$ cat src/logic/anr_defines.vh
`ifndef ANR_DEFINES_VH
`define ANR_DEFINES_VH

// ----------------------------------------
// Register indexes, byte address is 4x
// ----------------------------------------
`define ANR_IDX_EXPANSION   6'h06
`define ANR_IDX_NP_TX       6'h07
`define ANR_IDX_NP_RX       6'h08
`define ANR_IDX_MS_STATUS   6'h0a
`define ANR_IDX_CONTROL     6'h10
`define ANR_IDX_IRQ_STATUS  6'h11
`define ANR_IDX_IRQ_ENABLE  6'h12
`define ANR_IDX_IRQ_CLEAR   6'h13

// ----------------------------------------
// Expansion status fields
// ----------------------------------------
`define ANR_EXP_PD_FAULT    4
`define ANR_EXP_LP_NP_ABLE  3
`define ANR_EXP_LOC_NP_ABLE 2
`define ANR_EXP_PAGE_RX     1
`define ANR_EXP_LP_AN_ABLE  0
`define ANR_LOCAL_NP_ABLE   1'b1

// ----------------------------------------
// Next page fields
// ----------------------------------------
`define ANR_NP_NEXT         15
`define ANR_NP_MSG_SEL      13
`define ANR_NP_SECOND_ACKNOWLEDGE         12
`define ANR_NP_TOGGLE       11
`define ANR_NP_CODE_HI      10
`define ANR_NP_TX_CODE_RST  11'h001
`define ANR_NP_TX_WR_MASK   16'hb7ff

// ----------------------------------------
// Master/slave status fields
// ----------------------------------------
`define ANR_MS_FAULT        15
`define ANR_MS_MASTER       14
`define ANR_MS_LOCAL_RX_OK  13
`define ANR_MS_REMOTE_RX_OK 12
`define ANR_MS_GIG_FD_ADV   11
`define ANR_MS_LP_GIG_HD    10
`define ANR_IDLE_MAX        8'hff

// ----------------------------------------
// Own control and interrupt layout
// ----------------------------------------
`define ANR_CTL_AN_ENABLE   0
`define ANR_CTL_RESET       16'h0001
`define ANR_IRQ_PD_FAULT    0
`define ANR_IRQ_PAGE_RX     1
`define ANR_IRQ_MS_FAULT    2
`define ANR_IRQ_IDLE_ERR    3
`define ANR_IRQ_BITS        4

`endif

$ cat src/logic/anr_sticky_flag.v
`timescale 1ns/1ps
// ----------------------------------------
// Sticky flag, set wins over clear
// ----------------------------------------
module anr_sticky_flag (
    input  wire ref_clk_in,
    input  wire rst_in,
    input  wire set_in,
    input  wire clr_in,
    output wire flag_out
);
    reg flag_reg;
    reg flag_next;

    always @* begin
        flag_next = flag_reg;
        if (clr_in) begin
            flag_next = 1'b0;
        end
        // A set in the clearing cycle must not be lost
        if (set_in) begin
            flag_next = 1'b1;
        end
    end

    always @(posedge ref_clk_in) begin
        if (rst_in) begin
            flag_reg <= 1'b0;
        end else begin
            flag_reg <= flag_next;
        end
    end

    assign flag_out = flag_reg;
endmodule // anr_sticky_flag

$ cat src/logic/anr_idle_counter.v
`timescale 1ns/1ps
`include "anr_defines.vh"
// ----------------------------------------
// Idle error counter, restart on read
// ----------------------------------------
module anr_idle_counter (
    input  wire       ref_clk_in,
    input  wire       rst_in,
    input  wire       inc_in,
    input  wire       restart_in,
    output wire [7:0] count_out
);
    reg [7:0] count_reg;
    reg [7:0] count_next;

    always @* begin
        count_next = count_reg;
        if (restart_in) begin
            // Error in the read cycle counts for the next read
            count_next = {7'h00, inc_in};
        end else if (inc_in && count_reg != `ANR_IDLE_MAX) begin
            count_next = count_reg + 8'h01;
        end
    end

    always @(posedge ref_clk_in) begin
        if (rst_in) begin
            count_reg <= 8'h00;
        end else begin
            count_reg <= count_next;
        end
    end

    assign count_out = count_reg;
endmodule // anr_idle_counter

$ cat src/logic/anr_regs.v
// Our own choice: register access over APB.
`timescale 1ns/1ps
`include "anr_defines.vh"
module anr_regs (
    input  wire        ref_clk_in,
    input  wire        rst_in,
    input  wire        psel_in,
    input  wire        penable_in,
    input  wire        pwrite_in,
    input  wire [7:0]  paddr_in,
    input  wire [31:0] pwdata_in,
    output wire [31:0] prdata_out,
    output wire        pready_out,
    output wire        pslverr_out,
    output wire        irq_out,
    input  wire        pd_fault_in,
    input  wire        partner_np_able_in,
    input  wire        partner_autoneg_able_in,
    input  wire        page_rx_in,
    input  wire [15:0] page_rx_word_in,
    input  wire        page_sent_in,
    input  wire        ms_fault_in,
    input  wire        ms_master_in,
    input  wire        local_rx_ok_in,
    input  wire        remote_rx_ok_in,
    input  wire        gig_fd_adv_in,
    input  wire        partner_gig_hd_in,
    input  wire        idle_err_in,
    output wire        an_enable_out,
    output wire [15:0] np_tx_word_out,
    output wire        tx_more_pages_out,
    output wire        tx_message_page_out,
    output wire [10:0] tx_message_code_out,
    output wire [10:0] tx_unformatted_code_out,
    output wire        rx_message_page_out,
    output wire [10:0] rx_message_code_out,
    output wire [10:0] rx_unformatted_code_out,
    output wire        rx_partner_complies_out
);
    // ----------------------------------------
    // Bus decode
    // ----------------------------------------
    wire       setup_rd;
    wire       wr_done;
    wire [5:0] idx;
    wire       aligned;
    reg        hit_exp;
    reg        hit_np_tx;
    reg        hit_np_rx;
    reg        hit_ms;
    reg        hit_ctl;
    reg        hit_ist;
    reg        hit_ien;
    reg        hit_icl;
    reg        mapped;

    reg [31:0] prdata_reg;
    reg [31:0] prdata_next;
    reg        pready_reg;
    reg        pslverr_reg;
    reg        irq_reg;

    assign idx     = paddr_in[7:2];
    assign aligned = (paddr_in[1:0] == 2'b00);
    // Read side effects act at the setup edge, where the data is caught
    assign setup_rd = psel_in && !penable_in && !pwrite_in;
    assign wr_done  = psel_in && penable_in && pready_reg && pwrite_in;

    always @* begin
        hit_exp   = 1'b0;
        hit_np_tx = 1'b0;
        hit_np_rx = 1'b0;
        hit_ms    = 1'b0;
        hit_ctl   = 1'b0;
        hit_ist   = 1'b0;
        hit_ien   = 1'b0;
        hit_icl   = 1'b0;
        if (!aligned) begin
            hit_exp = 1'b0;
        end else if (idx == `ANR_IDX_EXPANSION) begin
            hit_exp = 1'b1;
        end else if (idx == `ANR_IDX_NP_TX) begin
            hit_np_tx = 1'b1;
        end else if (idx == `ANR_IDX_NP_RX) begin
            hit_np_rx = 1'b1;
        end else if (idx == `ANR_IDX_MS_STATUS) begin
            hit_ms = 1'b1;
        end else if (idx == `ANR_IDX_CONTROL) begin
            hit_ctl = 1'b1;
        end else if (idx == `ANR_IDX_IRQ_STATUS) begin
            hit_ist = 1'b1;
        end else if (idx == `ANR_IDX_IRQ_ENABLE) begin
            hit_ien = 1'b1;
        end else if (idx == `ANR_IDX_IRQ_CLEAR) begin
            hit_icl = 1'b1;
        end
        mapped = hit_exp | hit_np_tx | hit_np_rx | hit_ms
               | hit_ctl | hit_ist | hit_ien | hit_icl;
    end

    // ----------------------------------------
    // Writable registers
    // ----------------------------------------
    reg [15:0] ctl_reg;
    reg [15:0] np_tx_reg;
    reg        toggle_reg;
    reg [15:0] np_rx_reg;
    reg [`ANR_IRQ_BITS-1:0] ien_reg;

    always @(posedge ref_clk_in) begin
        if (rst_in) begin
            ctl_reg   <= `ANR_CTL_RESET;
            np_tx_reg <= {5'h00, `ANR_NP_TX_CODE_RST};
            ien_reg   <= {`ANR_IRQ_BITS{1'b0}};
        end else if (wr_done) begin
            if (hit_ctl) begin
                ctl_reg <= {15'h0000, pwdata_in[`ANR_CTL_AN_ENABLE]};
            end
            if (hit_np_tx) begin
                // Next page, type, second_acknowledge, code writable
                np_tx_reg <= pwdata_in[15:0] & `ANR_NP_TX_WR_MASK;
            end
            if (hit_ien) begin
                ien_reg <= pwdata_in[`ANR_IRQ_BITS-1:0];
            end
        end
    end

    // ----------------------------------------
    // Toggle and received page
    // ----------------------------------------
    always @(posedge ref_clk_in) begin
        if (rst_in) begin
            toggle_reg <= 1'b0;
            np_rx_reg  <= 16'h0000;
        end else begin
            if (page_sent_in) begin
                // Next word carries the inverse of the one just exchanged
                toggle_reg <= ~toggle_reg;
            end
            if (page_rx_in) begin
                np_rx_reg <= page_rx_word_in & 16'hbfff;
            end
        end
    end

    // ----------------------------------------
    // Sticky event flags
    // ----------------------------------------
    wire pd_fault_flag;
    wire page_rx_flag;
    wire ms_fault_flag;
    wire [7:0] idle_count;
    wire rd_exp;
    wire rd_ms;

    assign rd_exp = setup_rd && hit_exp;
    assign rd_ms  = setup_rd && hit_ms;

    anr_sticky_flag u_pd_fault (
        .ref_clk_in (ref_clk_in),
        .rst_in     (rst_in),
        .set_in     (pd_fault_in),
        .clr_in     (rd_exp),
        .flag_out   (pd_fault_flag)
    );

    anr_sticky_flag u_page_rx (
        .ref_clk_in (ref_clk_in),
        .rst_in     (rst_in),
        .set_in     (page_rx_in),
        .clr_in     (rd_exp),
        .flag_out   (page_rx_flag)
    );

    anr_sticky_flag u_ms_fault (
        .ref_clk_in (ref_clk_in),
        .rst_in     (rst_in),
        .set_in     (ms_fault_in),
        .clr_in     (rd_ms),
        .flag_out   (ms_fault_flag)
    );

    anr_idle_counter u_idle (
        .ref_clk_in (ref_clk_in),
        .rst_in     (rst_in),
        .inc_in     (idle_err_in),
        .restart_in (rd_ms),
        .count_out  (idle_count)
    );

    // ----------------------------------------
    // Interrupt status, clear and line
    // ----------------------------------------
    wire [`ANR_IRQ_BITS-1:0] irq_set;
    wire [`ANR_IRQ_BITS-1:0] irq_clr;
    wire [`ANR_IRQ_BITS-1:0] ist;

    assign irq_set[`ANR_IRQ_PD_FAULT] = pd_fault_in;
    assign irq_set[`ANR_IRQ_PAGE_RX]  = page_rx_in;
    assign irq_set[`ANR_IRQ_MS_FAULT] = ms_fault_in;
    assign irq_set[`ANR_IRQ_IDLE_ERR] = idle_err_in;

    genvar g;
    generate
        for (g = 0; g < `ANR_IRQ_BITS; g = g + 1) begin : g_irq
            assign irq_clr[g] = wr_done && hit_icl && pwdata_in[g];
            anr_sticky_flag u_flag (
                .ref_clk_in (ref_clk_in),
                .rst_in     (rst_in),
                .set_in     (irq_set[g]),
                .clr_in     (irq_clr[g]),
                .flag_out   (ist[g])
            );
        end
    endgenerate

    // ----------------------------------------
    // Register views
    // ----------------------------------------
    reg [15:0] exp_view;
    reg [15:0] np_tx_view;
    reg [15:0] ms_view;

    always @* begin
        exp_view = 16'h0000;
        exp_view[`ANR_EXP_PD_FAULT]    = pd_fault_flag;
        exp_view[`ANR_EXP_LP_NP_ABLE]  = partner_np_able_in;
        exp_view[`ANR_EXP_LOC_NP_ABLE] = `ANR_LOCAL_NP_ABLE;
        exp_view[`ANR_EXP_PAGE_RX]     = page_rx_flag;
        // Only meaningful while negotiation runs, else held low
        exp_view[`ANR_EXP_LP_AN_ABLE]  = partner_autoneg_able_in
                                       & ctl_reg[`ANR_CTL_AN_ENABLE];

        np_tx_view = np_tx_reg;
        np_tx_view[`ANR_NP_TOGGLE] = toggle_reg;

        ms_view = {8'h00, idle_count};
        ms_view[`ANR_MS_FAULT]        = ms_fault_flag;
        ms_view[`ANR_MS_MASTER]       = ms_master_in;
        ms_view[`ANR_MS_LOCAL_RX_OK]  = local_rx_ok_in;
        ms_view[`ANR_MS_REMOTE_RX_OK] = remote_rx_ok_in;
        ms_view[`ANR_MS_GIG_FD_ADV]   = gig_fd_adv_in;
        ms_view[`ANR_MS_LP_GIG_HD]    = partner_gig_hd_in;
    end

    always @* begin
        prdata_next = 32'h0000_0000;
        if (hit_exp) begin
            prdata_next = {16'h0000, exp_view};
        end else if (hit_np_tx) begin
            prdata_next = {16'h0000, np_tx_view};
        end else if (hit_np_rx) begin
            prdata_next = {16'h0000, np_rx_reg};
        end else if (hit_ms) begin
            prdata_next = {16'h0000, ms_view};
        end else if (hit_ctl) begin
            prdata_next = {16'h0000, ctl_reg};
        end else if (hit_ist) begin
            prdata_next = {28'h000_0000, ist};
        end else if (hit_ien) begin
            prdata_next = {28'h000_0000, ien_reg};
        end
    end

    // ----------------------------------------
    // Bus answer, no wait state
    // ----------------------------------------
    always @(posedge ref_clk_in) begin
        if (rst_in) begin
            prdata_reg  <= 32'h0000_0000;
            pready_reg  <= 1'b0;
            pslverr_reg <= 1'b0;
        end else begin
            // Data and error are fixed at setup, shown in access phase
            pready_reg <= psel_in && !penable_in;
            if (psel_in && !penable_in) begin
                prdata_reg  <= pwrite_in ? 32'h0000_0000 : prdata_next;
                pslverr_reg <= !mapped;
            end else if (!psel_in) begin
                pslverr_reg <= 1'b0;
            end
        end
    end

    // ----------------------------------------
    // Outputs toward the negotiation engine
    // ----------------------------------------
    reg        an_en_reg;
    reg [15:0] np_word_reg;
    reg        tx_more_reg;
    reg        tx_msg_reg;
    reg [10:0] tx_mcode_reg;
    reg [10:0] tx_ucode_reg;
    reg        rx_msg_reg;
    reg [10:0] rx_mcode_reg;
    reg [10:0] rx_ucode_reg;
    reg        rx_second_acknowledge_reg;

    always @(posedge ref_clk_in) begin
        if (rst_in) begin
            irq_reg      <= 1'b0;
            an_en_reg    <= 1'b0;
            np_word_reg  <= 16'h0000;
            tx_more_reg  <= 1'b0;
            tx_msg_reg   <= 1'b0;
            tx_mcode_reg <= 11'h000;
            tx_ucode_reg <= 11'h000;
            rx_msg_reg   <= 1'b0;
            rx_mcode_reg <= 11'h000;
            rx_ucode_reg <= 11'h000;
            rx_second_acknowledge_reg  <= 1'b0;
        end else begin
            irq_reg     <= |(ist & ien_reg);
            an_en_reg   <= ctl_reg[`ANR_CTL_AN_ENABLE];
            np_word_reg <= np_tx_view;
            tx_more_reg <= np_tx_reg[`ANR_NP_NEXT];
            tx_msg_reg  <= np_tx_reg[`ANR_NP_MSG_SEL];
            // Code goes to the field that matches the page type
            if (np_tx_reg[`ANR_NP_MSG_SEL]) begin
                tx_mcode_reg <= np_tx_reg[`ANR_NP_CODE_HI:0];
                tx_ucode_reg <= 11'h000;
            end else begin
                tx_mcode_reg <= 11'h000;
                tx_ucode_reg <= np_tx_reg[`ANR_NP_CODE_HI:0];
            end
            rx_msg_reg  <= np_rx_reg[`ANR_NP_MSG_SEL];
            rx_second_acknowledge_reg <= np_rx_reg[`ANR_NP_SECOND_ACKNOWLEDGE];
            if (np_rx_reg[`ANR_NP_MSG_SEL]) begin
                rx_mcode_reg <= np_rx_reg[`ANR_NP_CODE_HI:0];
                rx_ucode_reg <= 11'h000;
            end else begin
                rx_mcode_reg <= 11'h000;
                rx_ucode_reg <= np_rx_reg[`ANR_NP_CODE_HI:0];
            end
        end
    end

    assign prdata_out              = prdata_reg;
    assign pready_out              = pready_reg;
    assign pslverr_out             = pslverr_reg;
    assign irq_out                 = irq_reg;
    assign an_enable_out           = an_en_reg;
    assign np_tx_word_out          = np_word_reg;
    assign tx_more_pages_out       = tx_more_reg;
    assign tx_message_page_out     = tx_msg_reg;
    assign tx_message_code_out     = tx_mcode_reg;
    assign tx_unformatted_code_out = tx_ucode_reg;
    assign rx_message_page_out     = rx_msg_reg;
    assign rx_message_code_out     = rx_mcode_reg;
    assign rx_unformatted_code_out = rx_ucode_reg;
    assign rx_partner_complies_out = rx_second_acknowledge_reg;
endmodule // anr_regs

$ cat config.mk
export PLATFORM = sky130hd
export DESIGN_NAME = anr_regs
export DESIGN_NICKNAME = d
export VERILOG_FILES = /design/src/logic/anr_sticky_flag.v /design/src/logic/anr_idle_counter.v /design/src/logic/anr_regs.v
export VERILOG_INCLUDE_DIRS = /design/src /design/src/logic
export SDC_FILE = /design/constraint.sdc
export NUM_CORES = 1
export LEC_CHECK = 0
export BUFFER_PORTS_ARGS = -buffer_cell sky130_fd_sc_hd__buf_2
export CAP_MARGIN = 25
export CORE_AREA = 2 2 124 126
export CTS_CLUSTER_DIAMETER = 150
export DETAILED_ROUTE_END_ITERATION = 12
export DIE_AREA = 0 0 126 128
export PLACE_DENSITY = 0.69
export SYNTH_ARGS = -nofsm -noshare
export SYNTH_HDL_FRONTEND = slang
export SYNTH_SLANG_ARGS = --single-unit
$ cat constraint.sdc
create_clock -name ref_clk_in -period 3.7 [get_ports ref_clk_in]
set_input_delay 0.37 -clock ref_clk_in [delete_from_list [all_inputs] [get_ports ref_clk_in]]
set_output_delay 0.37 -clock ref_clk_in [all_outputs]
set_load 0.005 [all_outputs]
==> metrics <==
worst hold path type=primary input to flop; CTS Hold Bufs=0; asr flop ratio synth=0; clock transition at the registers of the reported paths=0.06 ns; vias post-DR=4,008; DR DRC count=0; core area=14,900 sq um; Crit-path slowest cell=or4b_2; DRT Wirelength=13,000 microns; n_diodes=0; Resize count post-CTS=0; Main synth FF type=dfxtp_1; highest net fanout along the worst path=29; final hold slack=0.187 ns; number of I/O pins=173; Site Rows=45; Reg2Reg Setup Slack=2.09 ns; CTS sink cnt=131; DP Area=5830 sq um; crit-path cells=buf_2 -> or4b_2 -> nor2_1 -> nand2_1 -> nand2_1 -> nor2_1; fin crit share=0.569; Clock Skews=0.00642 ns; gr usage total=0.161; outcome=completed; slowest stage delay, CP=0.70 ns; largest cells by area after synthesis=dfxtp_1 51%, mux2i_1 8.2%, nor2_1 5.4%; cts bufs inserted=17; Final Wtd Congestion=0.865; vias in the first global route=3,689; First-pass DRT Iterations=4; CTS H-tree lvls=4; Clock Path Buffers=2; Tmin final=2.11 ns; Met2 Routed Length=5890 microns; CP Buf/Inv Count=1; Post-synth EDFFs=0; Synth Warn #=0; Clock Latency Late Sink=0.41 ns; routed wire length per instance=15.4 microns; Initial Util=0.344; final core occ=0.435; critical path capture point type=flop; setup TNS=0 ns; Clock Root Buffer=clkbuf_16; leak pwr=2.90 nW; initial antenna violation count=0; FMAX=0.475 GHz; CP Data Required Time=3.99 ns; overflow left after global routing=0; synth unique cells=56; Top Metal Used=met4; Met3 Routed Length=891 microns; CP Launch Type=primary input; M1 wire length=5910 microns; max cap viols=0; Final Cell Area=6470 sq um; worst rel slew slack=0.474; Power Dens Cells=532 nW/um^2; Worst-Margin Slew=0.788 ns; fin. max-slew vios=0; hpwl dp=9530 microns; cell taking the most area after synthesis=dfxtp_1; IO Port Bufs=136; syn_area_per_cell=10.0 sq um; Final ANT Viol Nets=0; # fillers=1,487; VDD IR max=323 uV; Synth Instances=511; share of post-route cells with drive strength above 1=0.288; top cell type's share of synthesized area=0.513; first-pass GRT wire length=20,000 microns; Tot Pwr=3.44 mW; Largest register FFs=16; width of the die=126 microns; Die Y=128 microns; commonest non-fill, non-tap cells in the layout=136 x buf_2, 131 x dfxtp_1, 74 x nor2_1; RSZ-0062 raised after global routing=false; flops & latches, synth=131; vias per cell=4.77; CP arrival=2.40 ns; postcts setup bufs=0; CP top delay family=simple AND/OR/NAND/NOR gates; nets=715; initial drt markers=248; final setup vio count=0; Area Overhead vs Synth=26.5%; sequential area share after synthesis=0.513; die area=16,100 sq um; Synth Cell Area=5110 sq um; Hold Fails Final Rpt=0; most common cell after layout, fill and taps aside=buf_2; crit path kind=primary input to flop; CTS tree=done; largest net degree at the start of global routing=36
-- cell type report --
cell class                 count  area [sq um]  area share
sequential                   131          2620       0.405
clock buffer                  22           464      0.0718
timing repair buffer         140           711       0.110
clock inverter                 9           178      0.0275
inverter                       5          18.8     0.00290
tap                          188           235      0.0364
multi-input combinational    346          2240       0.346
-- worst reg2reg max path: cells and delay by family (launching register included) --
| family | cells | cell delay, ns |
|---|---|---|
| simple gates | 3 | 0.61 |
| flops | 1 | 0.32 |
| buf+inv | 1 | 0.31 |
| mux | 1 | 0.23 |
-- power by group --
part | switching (mW) | internal (mW)
Clock | 0.588 | 1.23
Sequential | 0.0217 | 1.44
Combinational | 0.102 | 0.0649
-- final timing paths --
kind,start,depth (start not counted),endpoint
max,paddr_in[3],6,u_idle.count_out[4]$_SDFFE_PP0P_
min,page_sent_in,3,toggle_reg$_SDFFE_PP0P_
max reg2reg,pready_out$_SDFF_PP0_,5,np_tx_reg[9]$_SDFFE_PP0P_
min reg2reg,np_rx_reg[12]$_SDFFE_PP0P_,1,rx_partner_complies_out$_SDFF_PP0_
-- cells in the mapped netlist, types with 2 or more instances --
cell       number
a32oi_1         3
and3_2          2
a211oi_1        4
nor4b_1         2
nand4_1         6
nand2_1        20
buf_4          19
a21oi_1        17
nand3_1        11
a31oi_1         3
nor2_1         74
nor3_4          3
xor2_1          4
nand2b_1        4
a22o_1          3
o21ai_0         9
and3_1          2
or2_2           2
and2_1         34
nor4b_2         2
xnor2_1         3
mux2i_1        42
o2bb2ai_1       8
a32o_1          4
dfxtp_1       131
inv_1           5
nor3_1          3
a22oi_1        13
buf_2           2
nor3_2          2
and4_1          2
buf_6           5
nor2b_1        27
clkbuf_1       18
-- metrics by stage --
stage,setup WS [ns],cells
CTS,1.61,841
global placement,1.19,810
floorplan,1.94,527
global route,1.47,841
finish,1.59,841
detailed placement,1.17,810
-- logic make-up (layout without fill, tap and decap cells) --
| family | count (synthesis) | count (layout) | synth area share |
|---|---|---|---|
| flops | 131 | 131 | 0.513 |
| buf+inv | 50 | 176 | 0.0607 |
| xor+xnor | 7 | 7 | 0.0120 |
| simple gates | 204 | 204 | 0.224 |
| mux | 43 | 43 | 0.0844 |
| fa+ha+maj | 1 | 1 | 0.00245 |
| compound gates | 74 | 74 | 0.103 |
| other cells | 1 | 17 | 0.000734 |
-- per-layer routing --
| metal | vias to the layer above | GRT usage |
|---|---|---|
| met1 | 1841 | 0.204 |
| met4 | 0 | 0.0549 |
| li1 | 2000 | - |
| met2 | 150 | 0.255 |
| met3 | 17 | 0.0597 |
| met5 | - | 0 |
(Power assumes the default switching activity.)
